File: src/alb_pkg.sv
// Constants for the add, logic and branch execute unit
package alb_pkg;
  // Register byte offsets
  localparam logic [7:0] OFF_INSN = 8'h00;
  localparam logic [7:0] OFF_CIA = 8'h04;
  localparam logic [7:0] OFF_SRC_A = 8'h08;
  localparam logic [7:0] OFF_SRC_B = 8'h0c;
  localparam logic [7:0] OFF_CR = 8'h10;
  localparam logic [7:0] OFF_XER = 8'h14;
  localparam logic [7:0] OFF_CTR = 8'h18;
  localparam logic [7:0] OFF_LR = 8'h1c;
  localparam logic [7:0] OFF_RESULT = 8'h20;
  localparam logic [7:0] OFF_NIA = 8'h24;
  localparam logic [7:0] OFF_STATUS = 8'h28;
  // Reset values
  localparam logic [31:0] RST_WORD = 32'h0000_0000;
  localparam logic [31:0] RST_INSN = 32'h0000_0000;
  // Opcodes
  localparam logic [5:0] OP_EXT31 = 6'h1f;
  localparam logic [5:0] OP_ANDI = 6'h1c;
  localparam logic [5:0] OP_ANDIS = 6'h1d;
  localparam logic [5:0] OP_B = 6'h12;
  localparam logic [5:0] OP_BC = 6'h10;
  localparam logic [5:0] OP_EXT19 = 6'h13;
  localparam logic [8:0] XO_ADDZE = 9'h0ca;
  localparam logic [9:0] XO_AND = 10'h01c;
  localparam logic [9:0] XO_ANDC = 10'h03c;
  localparam logic [9:0] XO_BCCTR = 10'h210;
  // Instruction field positions (bit 0 of the word is its lsb)
  localparam int POS_RECORD = 0;
  localparam int POS_LINK = 0;
  localparam int POS_ABS = 1;
  localparam int POS_OE = 10;
  // Flag positions in the condition and exception registers
  localparam int CR_LT = 31;
  localparam int XER_SO = 31;
  localparam int XER_OV = 30;
  localparam int XER_CA = 29;
  // Status word layout
  localparam int ST_DONE = 0;
  localparam int ST_GPR_WR = 1;
  localparam int ST_TAKEN = 2;
  localparam int ST_INVALID = 3;
  localparam int ST_HINT = 4;
  localparam int ST_DEST = 5;
  localparam logic [31:0] LINK_STEP = 32'h0000_0004;
  typedef enum logic [1:0] {
    ALB_IDLE = 2'b00,
    ALB_EXEC = 2'b01
  } alb_state_t;
endpackage
File: src/alb_cr_field.sv
// Less-than, greater-than, equal and summary-overflow from a result
`timescale 1ns/1ps
module alb_cr_field (
  // Result and sticky overflow
  input wire logic [31:0] value,
  input wire logic so,
  // Field, lt first
  output logic [3:0] field
);
  always_comb begin
    field[3] = value[31];
    field[2] = !value[31] && (value != 32'h0000_0000);
    field[1] = (value == 32'h0000_0000);
    field[0] = so;
  end
endmodule

File: src/alb_exec.sv
// APB slave that decodes and executes add, logic and branch instructions
// Notes on behaviour
// [RULE1] Add-to-zero-extended adds first source and carry
// [RULE2] Record bit updates first condition field
// [RULE3] Carry always; overflow, summary only with enable
// [RULE4] Register AND writes source and second source
// [RULE5] AND with complement of second source
// [RULE6] Low-half immediate AND, always records
// [RULE7] High-half immediate AND, always records
// [RULE8] Relative branch adds displacement to address
// [RULE9] Absolute branch uses displacement alone
// [RULE10] Save-return loads link with address plus 4
// [RULE11] Conditional target relative or absolute
// [RULE12] Selected condition bit compared with expected
// [RULE13] Option bit 2 clear decrements, bit 3 tests
// [RULE14] Condition-only and always patterns keep counter
// [RULE15] Don't-care option bits never affect outcome
// [RULE16] Hint bit never changes outcome
// [RULE17] Branch to counter with low bits cleared
// [RULE18] Counter branch with decrement is invalid
// [RULE19] Conditional branch opcode and field positions
// [RULE20] Carry is unsigned carry out of sum
//
// Added by the designer: the register offsets and register access over APB.
`timescale 1ns/1ps
module alb_exec #(
  parameter int ADDR_W = 8
) (
  // Clock and reset
  input wire logic pclk,
  input wire logic presetn,
  // APB slave
  input wire logic psel,
  input wire logic penable,
  input wire logic pwrite,
  input wire logic [ADDR_W-1:0] paddr,
  input wire logic [31:0] pwdata,
  output logic [31:0] prdata,
  output logic pready,
  output logic pslverr,
  // Execution state
  output alb_pkg::alb_state_t state
);
  import alb_pkg::*;

  if (ADDR_W < 6) begin : g_bad_addr
    $error("ADDR_W must cover the register map");
  end

  logic [31:0] insn, current_insn_addr, src_a, src_b, cr, fixed_point_exception_reg, ctr, lr;
  logic [31:0] result, nia, status;
  logic [7:0] addr;
  logic apb_done, wr_en, rd_ok, exec_go;
  logic [31:0] rd_mux;

  assign addr = 8'(paddr);
  assign apb_done = psel && penable && pready;
  // A refused write must leave every register alone, aliases included
  assign wr_en = apb_done && pwrite && !pslverr;
  assign exec_go = (state == ALB_EXEC);

  // Decode
  logic [5:0] opcd;
  logic [4:0] bo_f, bi_f, dest;
  logic is_addze, is_and, is_andc, is_andi, is_andis;
  logic is_b, is_bc, is_bcctr, is_branch, invalid, lk, aa;
  logic rec_en, oe, gpr_wr;
  assign opcd = insn[31:26];
  assign bo_f = insn[25:21]; // [RULE19]
  assign bi_f = insn[20:16]; // [RULE19]
  assign dest = (is_addze) ? insn[25:21] : insn[20:16];
  assign lk = insn[POS_LINK];
  assign aa = insn[POS_ABS];
  assign oe = insn[POS_OE];
  assign is_addze = (opcd == OP_EXT31) && (insn[9:1] == XO_ADDZE); // [RULE1]
  assign is_and = (opcd == OP_EXT31) && (insn[10:1] == XO_AND); // [RULE4]
  assign is_andc = (opcd == OP_EXT31) && (insn[10:1] == XO_ANDC); // [RULE5]
  assign is_andi = (opcd == OP_ANDI); // [RULE6]
  assign is_andis = (opcd == OP_ANDIS); // [RULE7]
  assign is_b = (opcd == OP_B); // [RULE8]
  assign is_bc = (opcd == OP_BC); // [RULE19]
  assign is_bcctr = (opcd == OP_EXT19) && (insn[10:1] == XO_BCCTR); // [RULE17]
  assign is_branch = is_b || is_bc || is_bcctr;
  // Counter branches cannot decrement the register they jump through
  assign invalid = (is_bcctr && !bo_f[2]) || // [RULE18]
    !(is_addze || is_and || is_andc || is_andi || is_andis || is_branch);
  assign rec_en = ((is_addze || is_and || is_andc) && insn[POS_RECORD])
    || is_andi || is_andis; // [RULE2]
  assign gpr_wr = is_addze || is_and || is_andc || is_andi || is_andis;

  // Arithmetic and logic
  logic [32:0] add_sum;
  logic xer_ca, add_ov, next_so;
  logic [31:0] next_result;
  assign xer_ca = fixed_point_exception_reg[XER_CA];
  assign add_sum = {1'b0, src_a} + {32'h0000_0000, xer_ca}; // [RULE20]
  assign add_ov = !src_a[31] && add_sum[31];
  assign next_so = fixed_point_exception_reg[XER_SO] || (is_addze && oe && add_ov); // [RULE3]

  always_comb begin
    next_result = result;
    if (is_addze) begin
      next_result = add_sum[31:0]; // [RULE1]
    end else if (is_and) begin
      next_result = src_a & src_b; // [RULE4]
    end else if (is_andc) begin
      next_result = src_a & ~src_b; // [RULE5]
    end else if (is_andi) begin
      next_result = src_a & {16'h0000, insn[15:0]}; // [RULE6]
    end else if (is_andis) begin
      next_result = src_a & {insn[15:0], 16'h0000}; // [RULE7]
    end
  end

  logic [3:0] cr0_new;
  alb_cr_field u_cr0 (
    .value(next_result),
    .so(next_so),
    .field(cr0_new)
  );

  // Branch outcome
  logic [31:0] li_ext, bd_ext, ctr_dec, b_target, bc_target;
  logic cond_bit, cond_ok, ctr_ok, taken;
  logic [31:0] next_nia;
  assign li_ext = {{6{insn[25]}}, insn[25:2], 2'b00};
  assign bd_ext = {{16{insn[15]}}, insn[15:2], 2'b00};
  assign b_target = aa ? li_ext : current_insn_addr + li_ext; // [RULE8] [RULE9]
  assign bc_target = aa ? bd_ext : current_insn_addr + bd_ext; // [RULE11]
  assign ctr_dec = ctr - 32'h0000_0001;
  assign cond_bit = cr[5'd31 - bi_f]; // [RULE12]
  // Bit 3 is only consulted when decrementing, so 001zy keeps its z free
  assign ctr_ok = bo_f[2] || ((ctr_dec != 32'h0000_0000) ^ bo_f[1]);
  assign cond_ok = bo_f[4] || (cond_bit == bo_f[3]); // [RULE12] [RULE14]
  // The hint bit bo_f[0] is reported only; [RULE15] [RULE16]
  always_comb begin
    taken = 1'b0;
    next_nia = current_insn_addr + LINK_STEP;
    if (is_b) begin
      taken = 1'b1;
      next_nia = b_target;
    end else if (is_bc) begin
      taken = ctr_ok && cond_ok; // [RULE13] [RULE14]
      if (taken) begin
        next_nia = bc_target;
      end
    end else if (is_bcctr) begin
      taken = cond_ok;
      if (taken) begin
        next_nia = {ctr[31:2], 2'b00}; // [RULE17]
      end
    end
  end

  // Sequencing: a write to the instruction word starts one execute cycle
  always_ff @(posedge pclk or negedge presetn) begin
    if (!presetn) begin
      state <= ALB_IDLE;
    end else begin
      case (state)
        ALB_IDLE: begin
          if (wr_en && addr == OFF_INSN) begin
            state <= ALB_EXEC;
          end
        end
        ALB_EXEC: state <= ALB_IDLE;
        default: state <= ALB_IDLE;
      endcase
    end
  end

  // Software-loaded operands
  always_ff @(posedge pclk or negedge presetn) begin
    if (!presetn) begin
      insn <= RST_INSN;
      current_insn_addr <= RST_WORD;
      src_a <= RST_WORD;
      src_b <= RST_WORD;
    end else if (wr_en) begin
      case (addr)
        OFF_INSN: insn <= pwdata;
        OFF_CIA: current_insn_addr <= pwdata;
        OFF_SRC_A: src_a <= pwdata;
        OFF_SRC_B: src_b <= pwdata;
        default: ;
      endcase
    end
  end

  // Condition register
  always_ff @(posedge pclk or negedge presetn) begin
    if (!presetn) begin
      cr <= RST_WORD;
    end else if (wr_en && addr == OFF_CR) begin
      cr <= pwdata;
    end else if (exec_go && !invalid && rec_en) begin
      cr[CR_LT -: 4] <= cr0_new; // [RULE2] [RULE6] [RULE7]
    end
  end

  // Exception register
  always_ff @(posedge pclk or negedge presetn) begin
    if (!presetn) begin
      fixed_point_exception_reg <= RST_WORD;
    end else if (wr_en && addr == OFF_XER) begin
      fixed_point_exception_reg <= pwdata;
    end else if (exec_go && !invalid && is_addze) begin
      fixed_point_exception_reg[XER_CA] <= add_sum[32]; // [RULE3] [RULE20]
      if (oe) begin
        fixed_point_exception_reg[XER_OV] <= add_ov; // [RULE3]
        fixed_point_exception_reg[XER_SO] <= next_so;
      end
    end
  end

  // Loop counter
  always_ff @(posedge pclk or negedge presetn) begin
    if (!presetn) begin
      ctr <= RST_WORD;
    end else if (wr_en && addr == OFF_CTR) begin
      ctr <= pwdata;
    end else if (exec_go && !invalid && is_bc && !bo_f[2]) begin
      ctr <= ctr_dec; // [RULE13]
    end
  end

  // Return link
  always_ff @(posedge pclk or negedge presetn) begin
    if (!presetn) begin
      lr <= RST_WORD;
    end else if (wr_en && addr == OFF_LR) begin
      lr <= pwdata;
    end else if (exec_go && !invalid && is_branch && lk) begin
      lr <= current_insn_addr + LINK_STEP; // [RULE10]
    end
  end

  // Results and status
  always_ff @(posedge pclk or negedge presetn) begin
    if (!presetn) begin
      result <= RST_WORD;
      nia <= RST_WORD;
      status <= RST_WORD;
    end else if (wr_en && addr == OFF_INSN) begin
      status[ST_DONE] <= 1'b0;
    end else if (exec_go) begin
      status <= RST_WORD;
      status[ST_DONE] <= 1'b1;
      status[ST_INVALID] <= invalid; // [RULE18]
      if (!invalid) begin
        result <= next_result;
        nia <= next_nia;
        status[ST_GPR_WR] <= gpr_wr;
        status[ST_TAKEN] <= taken;
        status[ST_HINT] <= (is_bc || is_bcctr) && bo_f[0]; // [RULE16]
        status[ST_DEST +: 5] <= dest;
      end
    end
  end

  // APB read decode
  always_comb begin
    rd_ok = 1'b1;
    rd_mux = 32'h0000_0000;
    case (addr)
      OFF_INSN: rd_mux = insn;
      OFF_CIA: rd_mux = current_insn_addr;
      OFF_SRC_A: rd_mux = src_a;
      OFF_SRC_B: rd_mux = src_b;
      OFF_CR: rd_mux = cr;
      OFF_XER: rd_mux = fixed_point_exception_reg;
      OFF_CTR: rd_mux = ctr;
      OFF_LR: rd_mux = lr;
      OFF_RESULT: rd_mux = result;
      OFF_NIA: rd_mux = nia;
      OFF_STATUS: rd_mux = status;
      default: rd_ok = 1'b0;
    endcase
    if (pwrite && addr >= OFF_RESULT) begin
      rd_ok = 1'b0;
    end
    if (paddr > ADDR_W'(OFF_STATUS)) begin
      rd_ok = 1'b0;
    end
  end

  // Answer is held off during an execute cycle so reads never see stale data
  always_ff @(posedge pclk or negedge presetn) begin
    if (!presetn) begin
      pready <= 1'b0;
      pslverr <= 1'b0;
      prdata <= RST_WORD;
    end else if (psel && !pready && !exec_go) begin
      pready <= 1'b1;
      pslverr <= !rd_ok;
      prdata <= (pwrite || !rd_ok) ? RST_WORD : rd_mux;
    end else begin
      pready <= 1'b0;
      pslverr <= 1'b0;
    end
  end
endmodule

File: config.mk
export PLATFORM = sky130hd
export DESIGN_NAME = alb_exec
export DESIGN_NICKNAME = d
export VERILOG_FILES = /design/src/alb_pkg.sv /design/src/alb_cr_field.sv /design/src/alb_exec.sv
export SDC_FILE = /design/constraint.sdc
export NUM_CORES = 1
export LEC_CHECK = 0
export BUFFER_PORTS_ARGS = -buffer_cell sky130_fd_sc_hd__buf_2
export CAP_MARGIN = 25
export CORE_ASPECT_RATIO = 1.1
export CORE_MARGIN = 2
export CORE_UTILIZATION = 30
export CTS_BUF_LIST = sky130_fd_sc_hd__clkbuf_16
export DETAILED_ROUTE_END_ITERATION = 7
export HOLD_SLACK_MARGIN = 0.08
export PLACE_DENSITY = 0.48
export SYNTH_ARGS = -nofsm -noshare
export SYNTH_HDL_FRONTEND = slang
export SYNTH_HIERARCHICAL = 1
export SYNTH_SLANG_ARGS = --single-unit
File: constraint.sdc
create_clock -name pclk -period 4.7 [get_ports pclk]
set_clock_uncertainty 0.2 [all_clocks]
set_input_delay 0.235 -clock pclk [delete_from_list [all_inputs] [get_ports pclk]]
set_output_delay 0.235 -clock pclk [all_outputs]
set_load 0.02 [all_outputs]
==> qor.csv <==
metric;value;unit
post_synth_instance_area;22800;um2
met2WireLength;46600;um
mostFrequentLayoutCell;sky130_fd_sc_hd__dfrtp_1;
grt_pass1_vias;20900;
dieHeight;293;um
setup_total_negative_slack;0;ps
total_leakage_power;11.6;nW
p_int;5.31;mW
vias;21500;
clk_pin_slew;60;ps
power.switching;1.73;mW
detail_route.wirelength.met1;46600;um
post_drt_wl_per_cell;29.8;um
mappedNetlistNets;2546;
synth-seq-cells;365;
cpMaxStageDelayCell;sky130_fd_sc_hd__nor4_2;
die_area;78200;um2
hold_violation_total_from_the_final_report;0;
timing.setup.critical_path_class;flip-flop to flip-flop;
layout_min_cycle_time;4600;ps
worst_slew_margin;25.4;%
final_max_slew_viol_count;0;
worstReg2RegEnd;nia[31]$_DFFE_PN0P_;
dpl.cell_count;3448;
critical_path.n_buffers_inverters;0;
cp-start-kind;flip-flop;
critPathMaxFanout;10;
global_route.usage.total;26.9;%
totalWireLength;106000;um
largest_net_degree_at_the_start_of_global_routing;95;
setup_viol;0;
vdd.ir_drop.worst;169;uV
power.density;263;nW/um2
num-nets-final;2667;
ioPinCount;81;
finish.utilization;35.7;%
share_of_layout_cells_above_drive_strength_1;20.3;%
die_width;267;um
row_count;105;
io_buffers;79;
unrepaired_setup_endpoints_after_global_routing;no;
via_per_inst;6.04;
area_growth_syn_to_layout;17.3;%
crit_chain;nor4_2, nand3_1, nor4_1, mux2i_1, nand4_1, mux2_4, and2_4, or2_1, o21ai_2, a221oi_1, a211oi_1;
cts_tree;done;
status;finished, final reports clean;
grt_antenna_before_repair;4;
globalRoute.totalOverflow;0;
layout.cell_area.non_filler;26700;um2
reg2reg_slack;100;ps
cts-buffers-inserted;46;
seq_area_frac_synth;40.1;%
max_clock_freq;217;MHz
number_of_distinct_library_cell_variants_in_the_gate_level_netlist_after_synthesis;87;
postSynthAreaPerCell;9.30;um2
r2r_cells;11;
post_detailed_placement_half_perimeter_wirelength;77300;um
cts.sink_count;365;
drt_pass1_iterations;8;
synth_async_sr_flop_share;100;%
worst-endpoint-arrival;4910;ps
filler_cell_count;7591;
floorplan.initialDensity;30.4;%
place_ws;169;ps
clock_tree.root_cell;sky130_fd_sc_hd__clkbuf_16;
core_region_area;74900;um2
r2r_start;ctr[10]$_DFFE_PN0P_;
route.detailed.drc;0;
num_antenna_cells;0;
crit_path_end_kind;flip-flop;
switching_share;24.6;%
grt_pass1_wl;154000;um
maximum_root_to_sink_buffer_count;3;
critical-path-top-delay-family;simple AND/OR/NAND/NOR gates;
synthCells;2450;
clock_latency;600;ps
worstHoldPathType;primary input to async pin;
pwr-share-seq;45.1;%
finish.cell_count_without_fillers;3567;
drt-initial-drc-count;2369;
ys_warn_count;6;
globalplace.congestion;0.945;
topRoutingLayerUsed;met5;
postCtsResizedCells;0;
ant_nets;0;
transition_time_of_the_tightest_slew_check_pin;1120;ps
synth_enable_flop_cells;0;
mostFrequentLayoutCells;sky130_fd_sc_hd__dfrtp_1, sky130_fd_sc_hd__nand2_1, sky130_fd_sc_hd__mux2_2;
maxCapViolations;0;
clkPwrFrac;51.2;%
max_stage_delay;620;ps
postLayoutSetupSlackWorst;97.9;ps
wl_met3;7630;um
place_area;24900;um2
cts.htree.levels;2;
required;5010;ps
synth_flop_cell;sky130_fd_sc_hd__dfrtp_1;
share_comb_of_total_power;3.8;%
period_share;97.9;%
==> layout make-up <==
| type | instances | area, um2 | area share (%) |
|---|---|---|---|
| inverters | 31 | 116 | 0.435 |
| multi-input cells | 1884 | 13000 | 48.5 |
| clock inverters | 34 | 300 | 1.12 |
| flip-flops and latches | 365 | 9140 | 34.2 |
| repair buffers | 243 | 1830 | 6.86 |
| clock buffers | 47 | 1180 | 4.40 |
| well taps | 963 | 1200 | 4.51 |
==> power groups by stage <==
| stage | sequential [mW] | combinational, mW | clock (mW) |
|---|---|---|---|
| final | 3.17 | 0.265 | 3.60 |
| after global placement | 3.23 | 0.241 | 0 |
| after CTS | 3.17 | 0.268 | 3.65 |
| after global routing | 3.17 | 0.287 | 3.79 |
| after floorplan | 3.22 | 0.0546 | 0 |
| after detailed placement | 3.23 | 0.244 | 0 |
==> cells by family (layout without fill, tap and decap cells) <==
group / count (synthesis) / in the layout / synth area share, %
and+or+nand+nor: 766 / 766 / 15.9
AOI/OAI and AO/OA: 692 / 692 / 20.6
DFF: 365 / 365 / 40.1
muxes: 249 / 249 / 12.1
buffers and inverters: 201 / 355 / 3.61
xor gates and xnor gates: 125 / 125 / 4.81
adders and majority gates: 51 / 51 / 2.83
other: 1 / 1 / 0.0165
==> cell usage after synthesis (16+ instances only) <==
cell type | count | area (um2)
sky130_fd_sc_hd__a21o_1 | 22 | 165
sky130_fd_sc_hd__a21oi_1 | 143 | 716
sky130_fd_sc_hd__a221oi_1 | 41 | 359
sky130_fd_sc_hd__a22o_1 | 78 | 683
sky130_fd_sc_hd__a22oi_1 | 97 | 728
sky130_fd_sc_hd__a31oi_1 | 16 | 100
sky130_fd_sc_hd__and3_1 | 20 | 125
sky130_fd_sc_hd__buf_1 | 25 | 93.8
sky130_fd_sc_hd__clkbuf_1 | 129 | 484
sky130_fd_sc_hd__dfrtp_1 | 365 | 9130
sky130_fd_sc_hd__ha_1 | 50 | 626
sky130_fd_sc_hd__inv_1 | 30 | 113
sky130_fd_sc_hd__mux2_2 | 201 | 2260
sky130_fd_sc_hd__mux2i_1 | 46 | 460
sky130_fd_sc_hd__nand2_1 | 325 | 1220
sky130_fd_sc_hd__nand2b_1 | 18 | 113
sky130_fd_sc_hd__nand3_1 | 54 | 270
sky130_fd_sc_hd__nand4_1 | 51 | 319
sky130_fd_sc_hd__nor2_1 | 149 | 559
sky130_fd_sc_hd__nor3_1 | 47 | 235
sky130_fd_sc_hd__nor4_1 | 21 | 131
sky130_fd_sc_hd__o211ai_1 | 17 | 128
sky130_fd_sc_hd__o21ai_0 | 159 | 796
sky130_fd_sc_hd__xnor2_1 | 66 | 578
sky130_fd_sc_hd__xor2_1 | 59 | 517
==> repair_timing <==
item	4_1_cts	5_1_grt
setup buffers	0	0
hold buffers	37	0
endpoints found under the hold margin	337	0
==> per-layer routing <==
layer / vias up / global-route usage [%]
met2: 1037 / 41.0
li1: 9354 / -
met3: 223 / 4.03
met5: - / 0
met4: 4 / 12.3
met1: 10900 / 37.7
==> worst max path at each step <==
| stage | startpoint | to | slack, ps | cells after the start |
|---|---|---|---|---|
| after detailed placement | ctr[10]$_DFFE_PN0P_ | nia[31]$_DFFE_PN0P_ | 170 | 11 |
| after global placement | ctr[10]$_DFFE_PN0P_ | nia[31]$_DFFE_PN0P_ | 200 | 11 |
| after floorplan | ctr[0]$_DFFE_PN0P_ | nia[4]$_DFFE_PN0P_ | 970 | 17 |
| after CTS | ctr[10]$_DFFE_PN0P_ | nia[31]$_DFFE_PN0P_ | 180 | 11 |
| final | ctr[10]$_DFFE_PN0P_ | nia[31]$_DFFE_PN0P_ | 100 | 11 |
| after global routing | ctr[10]$_DFFE_PN0P_ | nia[13]$_DFFE_PN0P_ | 20 | 11 |
==> per-stage QoR <==
step                      hold WS, ps  total power [mW]
after floorplan                  -261              3.28
after global placement            119              3.47
after detailed placement          118              3.47
after CTS                        90.9              7.09
after global routing              118              7.25
final                            54.8              7.04
(Power assumes the default switching activity.)
